<file path="src/common/clpd_pkg.sv">
// constants and types for the cold load pick-up detector
// Functional notes
// - inputs are three phase rms magnitudes refreshed every 5 ms tick.
// - each phase is compared against every threshold on every tick.
// - entered conditions leave only when crossing back past 97 % of threshold; the low condition leaves once any phase exceeds 100 %.
// - one value per threshold applies to all three phases.
// - exceedance in one, two or three phases triggers pick-up; here the low and high conditions need all three phases and overcurrent any one.
// - low condition needs all phases below low threshold, default 0.20 In.
// - high condition needs all phases above high threshold, default 1.20 In.
// - any phase above overcurrent threshold, default 2.00 In, releases signal at once.
// - thresholds and timers may be changed by setting groups while running.
// - signal asserts after low condition lasts start time, default 10 s; zero immediate.
// - maximum timer runs while active and all currents high; expiry releases.
// - once asserted the signal stays at least the minimum time, default 0.040 s; overcurrent, maximum timer expiry or block release it sooner.
// - block active at pick-up reports blocked, no action; block 5 ms ahead.
`default_nettype none
package clpd_pkg;
  // magnitudes in units of 0.01 x In
  localparam int MAG_W = 13;
  localparam int TIM_W = 19; // 5 ms steps up to 1800 s
  localparam int ADDR_W = 4;
  localparam int DATA_W = 32;
  localparam logic [MAG_W-1:0] LOW_RST = 13'h0014;   // 0.20 In
  localparam logic [MAG_W-1:0] HIGH_RST = 13'h0078;  // 1.20 In
  localparam logic [MAG_W-1:0] OVER_RST = 13'h00C8;  // 2.00 In
  localparam int TICK_MS = 5;
  localparam int SET_MS = 10000;
  localparam int MAX_MS = 30000;
  localparam int MIN_MS = 40;
  localparam logic [TIM_W-1:0] SET_RST = TIM_W'(SET_MS / TICK_MS);
  localparam logic [TIM_W-1:0] MAX_RST = TIM_W'(MAX_MS / TICK_MS);
  localparam logic [TIM_W-1:0] MIN_RST = TIM_W'(MIN_MS / TICK_MS);
  localparam int RESET_PCT = 97;
  localparam int PCT_DIV = 100;
  // register offsets
  localparam logic [ADDR_W-1:0] REG_LOW = 4'h0;
  localparam logic [ADDR_W-1:0] REG_HIGH = 4'h1;
  localparam logic [ADDR_W-1:0] REG_OVER = 4'h2;
  localparam logic [ADDR_W-1:0] REG_TSET = 4'h3;
  localparam logic [ADDR_W-1:0] REG_TMAX = 4'h4;
  localparam logic [ADDR_W-1:0] REG_TMIN = 4'h5;
  localparam logic [ADDR_W-1:0] REG_STATE = 4'h6;
  localparam logic [ADDR_W-1:0] REG_ISTAT = 4'h7;
  localparam logic [ADDR_W-1:0] REG_ICLR = 4'h8;
  localparam logic [ADDR_W-1:0] REG_IEN = 4'h9;
  // interrupt bit positions
  localparam int IRQ_ON = 0;
  localparam int IRQ_OFF = 1;
  localparam int IRQ_BLK = 2;
  localparam int IRQ_OVER = 3;
  localparam int IRQ_W = 4;
  typedef enum logic [2:0] {
    CLPD_NORMAL, CLPD_LOW, CLPD_ON, CLPD_BLOCKED
  } clpd_state_t;
endpackage
`default_nettype wire

</file>
<file path="src/rtl/clpd_cmp.sv">
// one threshold comparator with 97 % hysteresis over three phases
`default_nettype none
module clpd_cmp (
  // clock and reset
  input wire logic clock_in,
  input wire logic srst_in,
  input wire logic tick_in,
  // magnitudes and threshold
  input wire logic [clpd_pkg::MAG_W-1:0] mag_a_in,
  input wire logic [clpd_pkg::MAG_W-1:0] mag_b_in,
  input wire logic [clpd_pkg::MAG_W-1:0] mag_c_in,
  input wire logic [clpd_pkg::MAG_W-1:0] thr_in,
  // per-phase above flags
  output logic [2:0] above_out
);
  import clpd_pkg::*;
  logic [MAG_W+6:0] thr_scaled;
  logic [MAG_W+6:0] mag_scaled [3];
  logic [MAG_W-1:0] mag [3];
  assign mag[0] = mag_a_in;
  assign mag[1] = mag_b_in;
  assign mag[2] = mag_c_in;
  // compare ratios in scaled form, no divider needed
  assign thr_scaled = (MAG_W+7)'(thr_in) * (MAG_W+7)'(RESET_PCT);
  for (genvar p = 0; p < 3; p++) begin : g_ph
    assign mag_scaled[p] = (MAG_W+7)'(mag[p]) * (MAG_W+7)'(PCT_DIV);
    always_ff @(posedge clock_in) begin
      if (srst_in) begin
        above_out[p] <= 1'b0;
      end else if (tick_in) begin
        if (above_out[p]) begin
          above_out[p] <= mag_scaled[p] > thr_scaled;
        end else begin
          above_out[p] <= mag[p] > thr_in;
        end
      end
    end
  end
endmodule
`default_nettype wire

</file>
<file path="src/rtl/clpd_top.sv">
// cold load pick-up detector with register port and interrupt
`default_nettype none
module clpd_top (
  // clock and reset
  input wire logic clock_in,
  input wire logic srst_in,
  // measurement chain
  input wire logic tick_in,
  input wire logic [clpd_pkg::MAG_W-1:0] mag_a_in,
  input wire logic [clpd_pkg::MAG_W-1:0] mag_b_in,
  input wire logic [clpd_pkg::MAG_W-1:0] mag_c_in,
  input wire logic block_in,
  // register port
  input wire logic [clpd_pkg::ADDR_W-1:0] addr_in,
  input wire logic [clpd_pkg::DATA_W-1:0] wdata_in,
  input wire logic wr_in,
  input wire logic rd_in,
  output logic [clpd_pkg::DATA_W-1:0] rdata_out,
  // results
  output logic cold_load_signal_out,
  output logic blocked_out,
  output logic irq_out
);
  import clpd_pkg::*;
  logic [MAG_W-1:0] thr_low, thr_high, thr_over;
  logic [TIM_W-1:0] t_set, t_max, t_min;
  logic [TIM_W-1:0] cnt_set, cnt_max, cnt_min;
  logic [2:0] low_above, high_above, over_above;
  logic [IRQ_W-1:0] istat, ien, iev, iclr;
  logic tick_d;
  logic low_all, high_all, over_any;
  clpd_state_t state;
  clpd_cmp u_low (.clock_in(clock_in), .srst_in(srst_in), .tick_in(tick_in), .mag_a_in(mag_a_in),
    .mag_b_in(mag_b_in), .mag_c_in(mag_c_in), .thr_in(thr_low), .above_out(low_above));
  clpd_cmp u_high (.clock_in(clock_in), .srst_in(srst_in), .tick_in(tick_in), .mag_a_in(mag_a_in),
    .mag_b_in(mag_b_in), .mag_c_in(mag_c_in), .thr_in(thr_high), .above_out(high_above));
  clpd_cmp u_over (.clock_in(clock_in), .srst_in(srst_in), .tick_in(tick_in), .mag_a_in(mag_a_in),
    .mag_b_in(mag_b_in), .mag_c_in(mag_c_in), .thr_in(thr_over), .above_out(over_above));
  assign low_all = ~|low_above;
  assign high_all = &high_above;
  assign over_any = |over_above;
  // timers run the cycle after the comparators update
  always_ff @(posedge clock_in) begin
    if (srst_in) begin
      tick_d <= 1'b0;
    end else begin
      tick_d <= tick_in;
    end
  end
  always_ff @(posedge clock_in) begin
    if (srst_in) begin
      thr_low <= LOW_RST;
      thr_high <= HIGH_RST;
      thr_over <= OVER_RST;
      t_set <= SET_RST;
      t_max <= MAX_RST;
      t_min <= MIN_RST;
      ien <= '0;
    end else if (wr_in) begin
      unique case (addr_in)
        REG_LOW: thr_low <= wdata_in[MAG_W-1:0];
        REG_HIGH: thr_high <= wdata_in[MAG_W-1:0];
        REG_OVER: thr_over <= wdata_in[MAG_W-1:0];
        REG_TSET: t_set <= wdata_in[TIM_W-1:0];
        REG_TMAX: t_max <= wdata_in[TIM_W-1:0];
        REG_TMIN: t_min <= wdata_in[TIM_W-1:0];
        REG_IEN: ien <= wdata_in[IRQ_W-1:0];
        default: ;
      endcase
    end
  end
  // main sequence, evaluated once per tick
  always_ff @(posedge clock_in) begin
    if (srst_in) begin
      state <= CLPD_NORMAL;
      cnt_set <= '0;
      cnt_max <= '0;
      cnt_min <= '0;
      cold_load_signal_out <= 1'b0;
      blocked_out <= 1'b0;
      iev <= '0;
    end else begin
      iev <= '0;
      if (tick_d) begin
        unique case (state)
          CLPD_NORMAL: begin
            cnt_set <= '0;
            if (low_all) begin
              state <= CLPD_LOW;
            end
          end
          CLPD_LOW: begin
            if (!low_all) begin
              state <= CLPD_NORMAL;
              cnt_set <= '0;
            end else if (cnt_set + TIM_W'(1) >= t_set || t_set == '0) begin
              if (block_in) begin
                state <= CLPD_BLOCKED;
                blocked_out <= 1'b1;
                iev[IRQ_BLK] <= 1'b1;
              end else begin
                state <= CLPD_ON;
                cold_load_signal_out <= 1'b1;
                cnt_max <= '0;
                cnt_min <= '0;
                iev[IRQ_ON] <= 1'b1;
              end
            end else begin
              cnt_set <= cnt_set + TIM_W'(1);
            end
          end
          CLPD_ON: begin
            if (cnt_min != t_min) begin
              cnt_min <= cnt_min + TIM_W'(1);
            end
            if (high_all) begin
              cnt_max <= cnt_max + TIM_W'(1);
            end
            if (over_any) begin
              state <= CLPD_NORMAL;
              cold_load_signal_out <= 1'b0;
              iev[IRQ_OVER] <= 1'b1;
              iev[IRQ_OFF] <= 1'b1;
            end else if (high_all && cnt_max + TIM_W'(1) >= t_max) begin
              state <= CLPD_NORMAL;
              cold_load_signal_out <= 1'b0;
              iev[IRQ_OFF] <= 1'b1;
            // minimum hold, then release when no inrush
            end else if (!high_all && cnt_min + TIM_W'(1) >= t_min) begin
              state <= CLPD_NORMAL;
              cold_load_signal_out <= 1'b0;
              iev[IRQ_OFF] <= 1'b1;
            end
            // block after activation resets the signal
            if (block_in) begin
              state <= CLPD_BLOCKED;
              cold_load_signal_out <= 1'b0;
              blocked_out <= 1'b1;
              iev[IRQ_OFF] <= 1'b1;
              iev[IRQ_BLK] <= 1'b1;
            end
          end
          CLPD_BLOCKED: begin
            // leave once block drops
            if (!block_in) begin
              state <= CLPD_NORMAL;
              blocked_out <= 1'b0;
              cnt_set <= '0;
            end
          end
          default: state <= CLPD_NORMAL;
        endcase
      end
    end
  end
  assign iclr = (wr_in && addr_in == REG_ICLR) ? wdata_in[IRQ_W-1:0] : '0;
  // sticky status, set wins over clear
  always_ff @(posedge clock_in) begin
    if (srst_in) begin
      istat <= '0;
    end else begin
      istat <= (istat & ~iclr) | iev;
    end
  end
  // level interrupt from a flop
  always_ff @(posedge clock_in) begin
    if (srst_in) begin
      irq_out <= 1'b0;
    end else begin
      irq_out <= |(((istat & ~iclr) | iev) & ien);
    end
  end
  // read data one cycle after strobe, zero otherwise
  always_ff @(posedge clock_in) begin
    if (srst_in) begin
      rdata_out <= '0;
    end else begin
      rdata_out <= '0;
      if (rd_in) begin
        unique case (addr_in)
          REG_LOW: rdata_out <= DATA_W'(thr_low);
          REG_HIGH: rdata_out <= DATA_W'(thr_high);
          REG_OVER: rdata_out <= DATA_W'(thr_over);
          REG_TSET: rdata_out <= DATA_W'(t_set);
          REG_TMAX: rdata_out <= DATA_W'(t_max);
          REG_TMIN: rdata_out <= DATA_W'(t_min);
          REG_STATE: rdata_out <= DATA_W'({high_all, low_all, over_any, cold_load_signal_out, state});
          REG_ISTAT: rdata_out <= DATA_W'(istat);
          REG_IEN: rdata_out <= DATA_W'(ien);
          default: rdata_out <= '0;
        endcase
      end
    end
  end
endmodule
`default_nettype wire

</file>
<file path="config.mk">
export PLATFORM = sky130hd
export DESIGN_NAME = clpd_top
export DESIGN_NICKNAME = d
export VERILOG_FILES = /design/src/common/clpd_pkg.sv /design/src/rtl/clpd_cmp.sv /design/src/rtl/clpd_top.sv
export SDC_FILE = /design/constraint.sdc
export NUM_CORES = 1
export LEC_CHECK = 0
export BUFFER_PORTS_ARGS = -buffer_cell sky130_fd_sc_hd__buf_2
export CAP_MARGIN = 25
export CELL_PAD_IN_SITES_DETAIL_PLACEMENT = 2
export CELL_PAD_IN_SITES_GLOBAL_PLACEMENT = 2
export CORE_MARGIN = 2
export CORE_UTILIZATION = 42
export CTS_CLUSTER_DIAMETER = 200
export DETAILED_ROUTE_END_ITERATION = 8
export PLACE_DENSITY_LB_ADDON = 0.1
export SYNTH_ARGS = -nofsm -noshare
export SYNTH_HDL_FRONTEND = slang
export SYNTH_SLANG_ARGS = --single-unit
</file>
<file path="constraint.sdc">
create_clock -name clock_in -period 15.05 [get_ports clock_in]
set_input_delay 0.7525 -clock clock_in [delete_from_list [all_inputs] [get_ports clock_in]]
set_output_delay 0.7525 -clock clock_in [all_outputs]
set_load 0.02 [all_outputs]
</file>
==> summary.txt <==
Worst setup path
  – CP Max Fanout: 8
  – Critical path's largest stage delay: 0.69 ns
  – Slowest library cell on the worst path: xnor2_1
  – Worst path most repeated cell: ha_1
  – Arr. time, crit path: approximately 7.1 ns
  – Cell Chain, Critical Path: buf_2 -> ha_1 -> ha_1 -> fa_1 -> ha_1 -> a211oi_1 -> nor2_1 -> nor4_1 -> o41ai_1 -> o21a_1 -> nor2_1 -> xnor2_1 -> ha_1 -> nand4_1 -> nor2_1 -> nand2_1 -> nor4_1 -> o21ba_2 -> maj3_2 -> maj3_1 -> a221oi_1 -> o21ai_1
  – WS Path Type: in2reg
  – Worst setup EP type: register
  – WP data required: roughly 15 ns
  – Startpoint Class: input port

Clock network
  – Worst-Skew Late Latency: 0.49 ns
  – CTS buffer count: 17
  – CTS tree: built
  – Clk pin slew, worst setup/hold paths: about 0.080 ns
  – H-tree levels: 4
  – CTS sink cnt: approximately 200
  – Post-CTS Setup Bufs: 0
  – Root Driver: clkbuf_16
  – CTS resizes: 0
  – Longest Clk Path Bufs: 2
  – Hold Buf Count CTS: 0

Cells and area
  – Area growth from synthesis to layout: 7.27%
  – Fillers: 6456
  – Fin nets: 3719
  – N_diodes: 0
  – Reg area: between 0.003 and 0.004 mm²
  – Most common cell after layout, fill and taps aside: ha_1
  – Commonest non-fill, non-tap cells in the layout: 631 x ha_1, 314 x nand2_1, 276 x inv_1
  – Multi-input logic area: 0.0189 mm²
  – Layout cells sized above 1: 0.0577

Placed design
  – PortBufs: 89
  – Place WS: 8.04 ns
  – Placer Congestion: 0.949
  – Detail Placement HPWL: 80000 µm

Logic synthesis
  – Register area share after synthesis: 0.165
  – Number of different library cells in the post-synthesis netlist: 78
  – Post-synth EDFFs: 0
  – Predominant post-synthesis flop cell: dfxtp_1
  – Async SR Flop Fraction: 0
  – Avg Synthesized Cell Area: 8.28 µm²
  – Area of the mapped netlist: 0.0242 mm²
  – Post-Synthesis Cells: between 2000 and 3000
  – Yosys warns: 0
  – Synth Register Bits: 199

STA
  – Period Utilization, post-route: 0.446
  – Final setup vio count: 0
  – Clock skew: around 0.015 ns
  – Max-slew headroom: 0.329
  – Unrepaired setup endpoints after global routing: no
  – Fin. max-slew vios: 0
  – Highest Clock Rate: 0.149 GHz
  – Final Hold Violating Endpoints: 0
  – Worst slew pin tran: roughly 1.0 ns
  – Min Tclk post-route: roughly 6.7 ns
  – Setup tns final: 0 ns
  – Final worst slack: 8.34 ns

Drt
  – Wire per inst: roughly 27 µm
  – Detailed Routing Iterations Pass 1: 5
  – Residual DRC: 0
  – Routed vias/inst: 6.17
  – DRT iter0 DRCs: 1624
  – Vias after detailed routing: 23035
  – Post-Route WL: 100000 µm
  – Antenna-violating nets left: 0

GRT
  – Vias in the first global route: around 25000
  – Total GRT Usage: 0.335
  – Wire length of the first global-routing pass: 153000 µm
  – Initial antenna violation count: 1
  – Maximum number of pins on one net before global-route repair: between 80 and 90
  – Grt total ovfl: 0

Floorplanning
  – Io pins: 116
  – Die height: 244 µm
  – Core area: 0.0567 mm²
  – DIE WIDTH: 244 µm
  – Site Rows: between 80 and 90
  – Starting Density: 0.427
  – Die area: just under 0.06 mm²

Power and ir drop
  – Pleak: 12.5 nW
  – Max VDD drop: 0.0000891 V
  – Power Dens Cells: about 84 mW/mm²

Run
  – Max_cap viols: 0

Outcome
  – Status: complete, no violations

Worst hold path
  – Hold crit path type: reg2reg
[worst max-delay path, delay by kind of cell]
family                   cells  cell delay [ns]
adder cells (fa/ha/maj)      7             2.45
AO/OA/AOI/OAI                6             1.72
XOR/XNOR                     1             0.69
buffers and inverters        1             0.26
AND/OR/NAND/NOR              7             1.19
[report_power, final]
part	switching (mW)	internal, mW	total (mW)
clock network	0.256	0.219	0.475
registers	0.0152	0.534	0.550
logic	0.731	0.432	1.16
[Yosys cell counts, types with 11 or more instances]
| master | n | area share |
|---|---|---|
| a222oi_1 | 12 | 0.0050 |
| o21bai_1 | 24 | 0.0074 |
| nor2_1 | 123 | 0.019 |
| fa_1 | 39 | 0.032 |
| xor2_1 | 58 | 0.021 |
| a21o_1 | 66 | 0.020 |
| mux2i_1 | 36 | 0.015 |
| and2_1 | 31 | 0.0080 |
| a41oi_1 | 12 | 0.0043 |
| a211oi_1 | 28 | 0.0087 |
| dfxtp_1 | 199 | 0.16 |
| xnor2_1 | 101 | 0.037 |
| buf_4 | 17 | 0.0053 |
| inv_1 | 276 | 0.043 |
| nand3_1 | 76 | 0.016 |
| nand2b_1 | 31 | 0.0080 |
| nand3b_1 | 21 | 0.0065 |
| a21oi_1 | 266 | 0.055 |
| a31oi_1 | 26 | 0.0067 |
| o21ai_0 | 89 | 0.018 |
| clkbuf_1 | 68 | 0.011 |
| and4_1 | 11 | 0.0040 |
| or3_1 | 14 | 0.0036 |
| and3_1 | 30 | 0.0078 |
| nand2_1 | 314 | 0.049 |
| o21a_1 | 24 | 0.0074 |
| nor4_1 | 20 | 0.0052 |
| a22oi_1 | 18 | 0.0056 |
| nand4_1 | 51 | 0.013 |
| nor2b_1 | 40 | 0.010 |
| o211ai_1 | 14 | 0.0043 |
| ha_1 | 632 | 0.33 |
| nor3_1 | 29 | 0.0060 |
| a221oi_1 | 11 | 0.0040 |
[stage by stage]
stage / std cells / power [mW] / utilization / hold slack [ns] / area, µm²
3_5_place_dp: 3703 / 1.68 / 0.448 / 0.475 / 25400
4_1_cts: 3735 / 2.16 / 0.458 / 0.488 / 25900
3_3_place_gp: 3703 / 1.59 / 0.448 / 0.455 / 25400
2_1_floorplan: 2934 / 1.30 / - / 0.424 / 24200
5_1_grt: 3736 / 2.33 / 0.458 / 0.514 / 26000
6_report: 3736 / 2.19 / 0.458 / 0.484 / 26000
[cell type report]
class | count | share of cell area
flip-flops and latches | 199 | 0.153
repair buffers | 104 | 0.0219
multi-input cells | 2369 | 0.727
well taps | 756 | 0.0364
inverters | 276 | 0.0399
clock inverters | 15 | 0.00535
clock buffers | 17 | 0.0164
[sequential cells by signal, summed over array words and instances, names as in the netlist]
signal                flops
blocked_out               1
cnt_max                  19
cnt_min                  19
cnt_set                  19
cold_load_signal_out      1
ien                       4
iev                       4
irq_out                   1
istat                     4
rdata_out                19
state                     2
t_max                    19
t_min                    19
t_set                    19
thr_high                 13
thr_low                  13
thr_over                 13
tick_d                    1
u_high.above_out          3
u_low.above_out           3
u_over.above_out          3
[worst paths after layout]
path              slack [ns]         from  cells after the start            endpoint
setup reg to reg        8.44   thr_low[5]                     24  u_low.above_out[2]
hold reg to reg         0.48    t_max[15]                      2           t_max[15]
setup / recovery        8.34  mag_c_in[2]                     22  u_low.above_out[2]
hold / removal          0.48    t_max[15]                      2           t_max[15]
[metal layers]
| metal | track usage | share of wire | routed length (µm) | vias up |
|---|---|---|---|---|
| met5 | 0 | 0 | 0 | - |
| li1 | - | - | - | 10513 |
| met4 | 0.102 | 0.029 | 2940 | 0 |
| met3 | 0.0401 | 0.053 | 5280 | 155 |
| met2 | 0.544 | 0.45 | 45300 | 620 |
| met1 | 0.461 | 0.46 | 46400 | 11747 |
[cells by family after synthesis]
logic type,Yosys count,synth area share
xor+xnor,160,0.0582
compound gates,668,0.176
other cells,1,0.000155
flops,199,0.165
buf+inv,366,0.0595
fa+ha+maj,682,0.364
simple gates,810,0.163
mux,36,0.0149
Note: power is estimated with default switching activity, not from simulation.
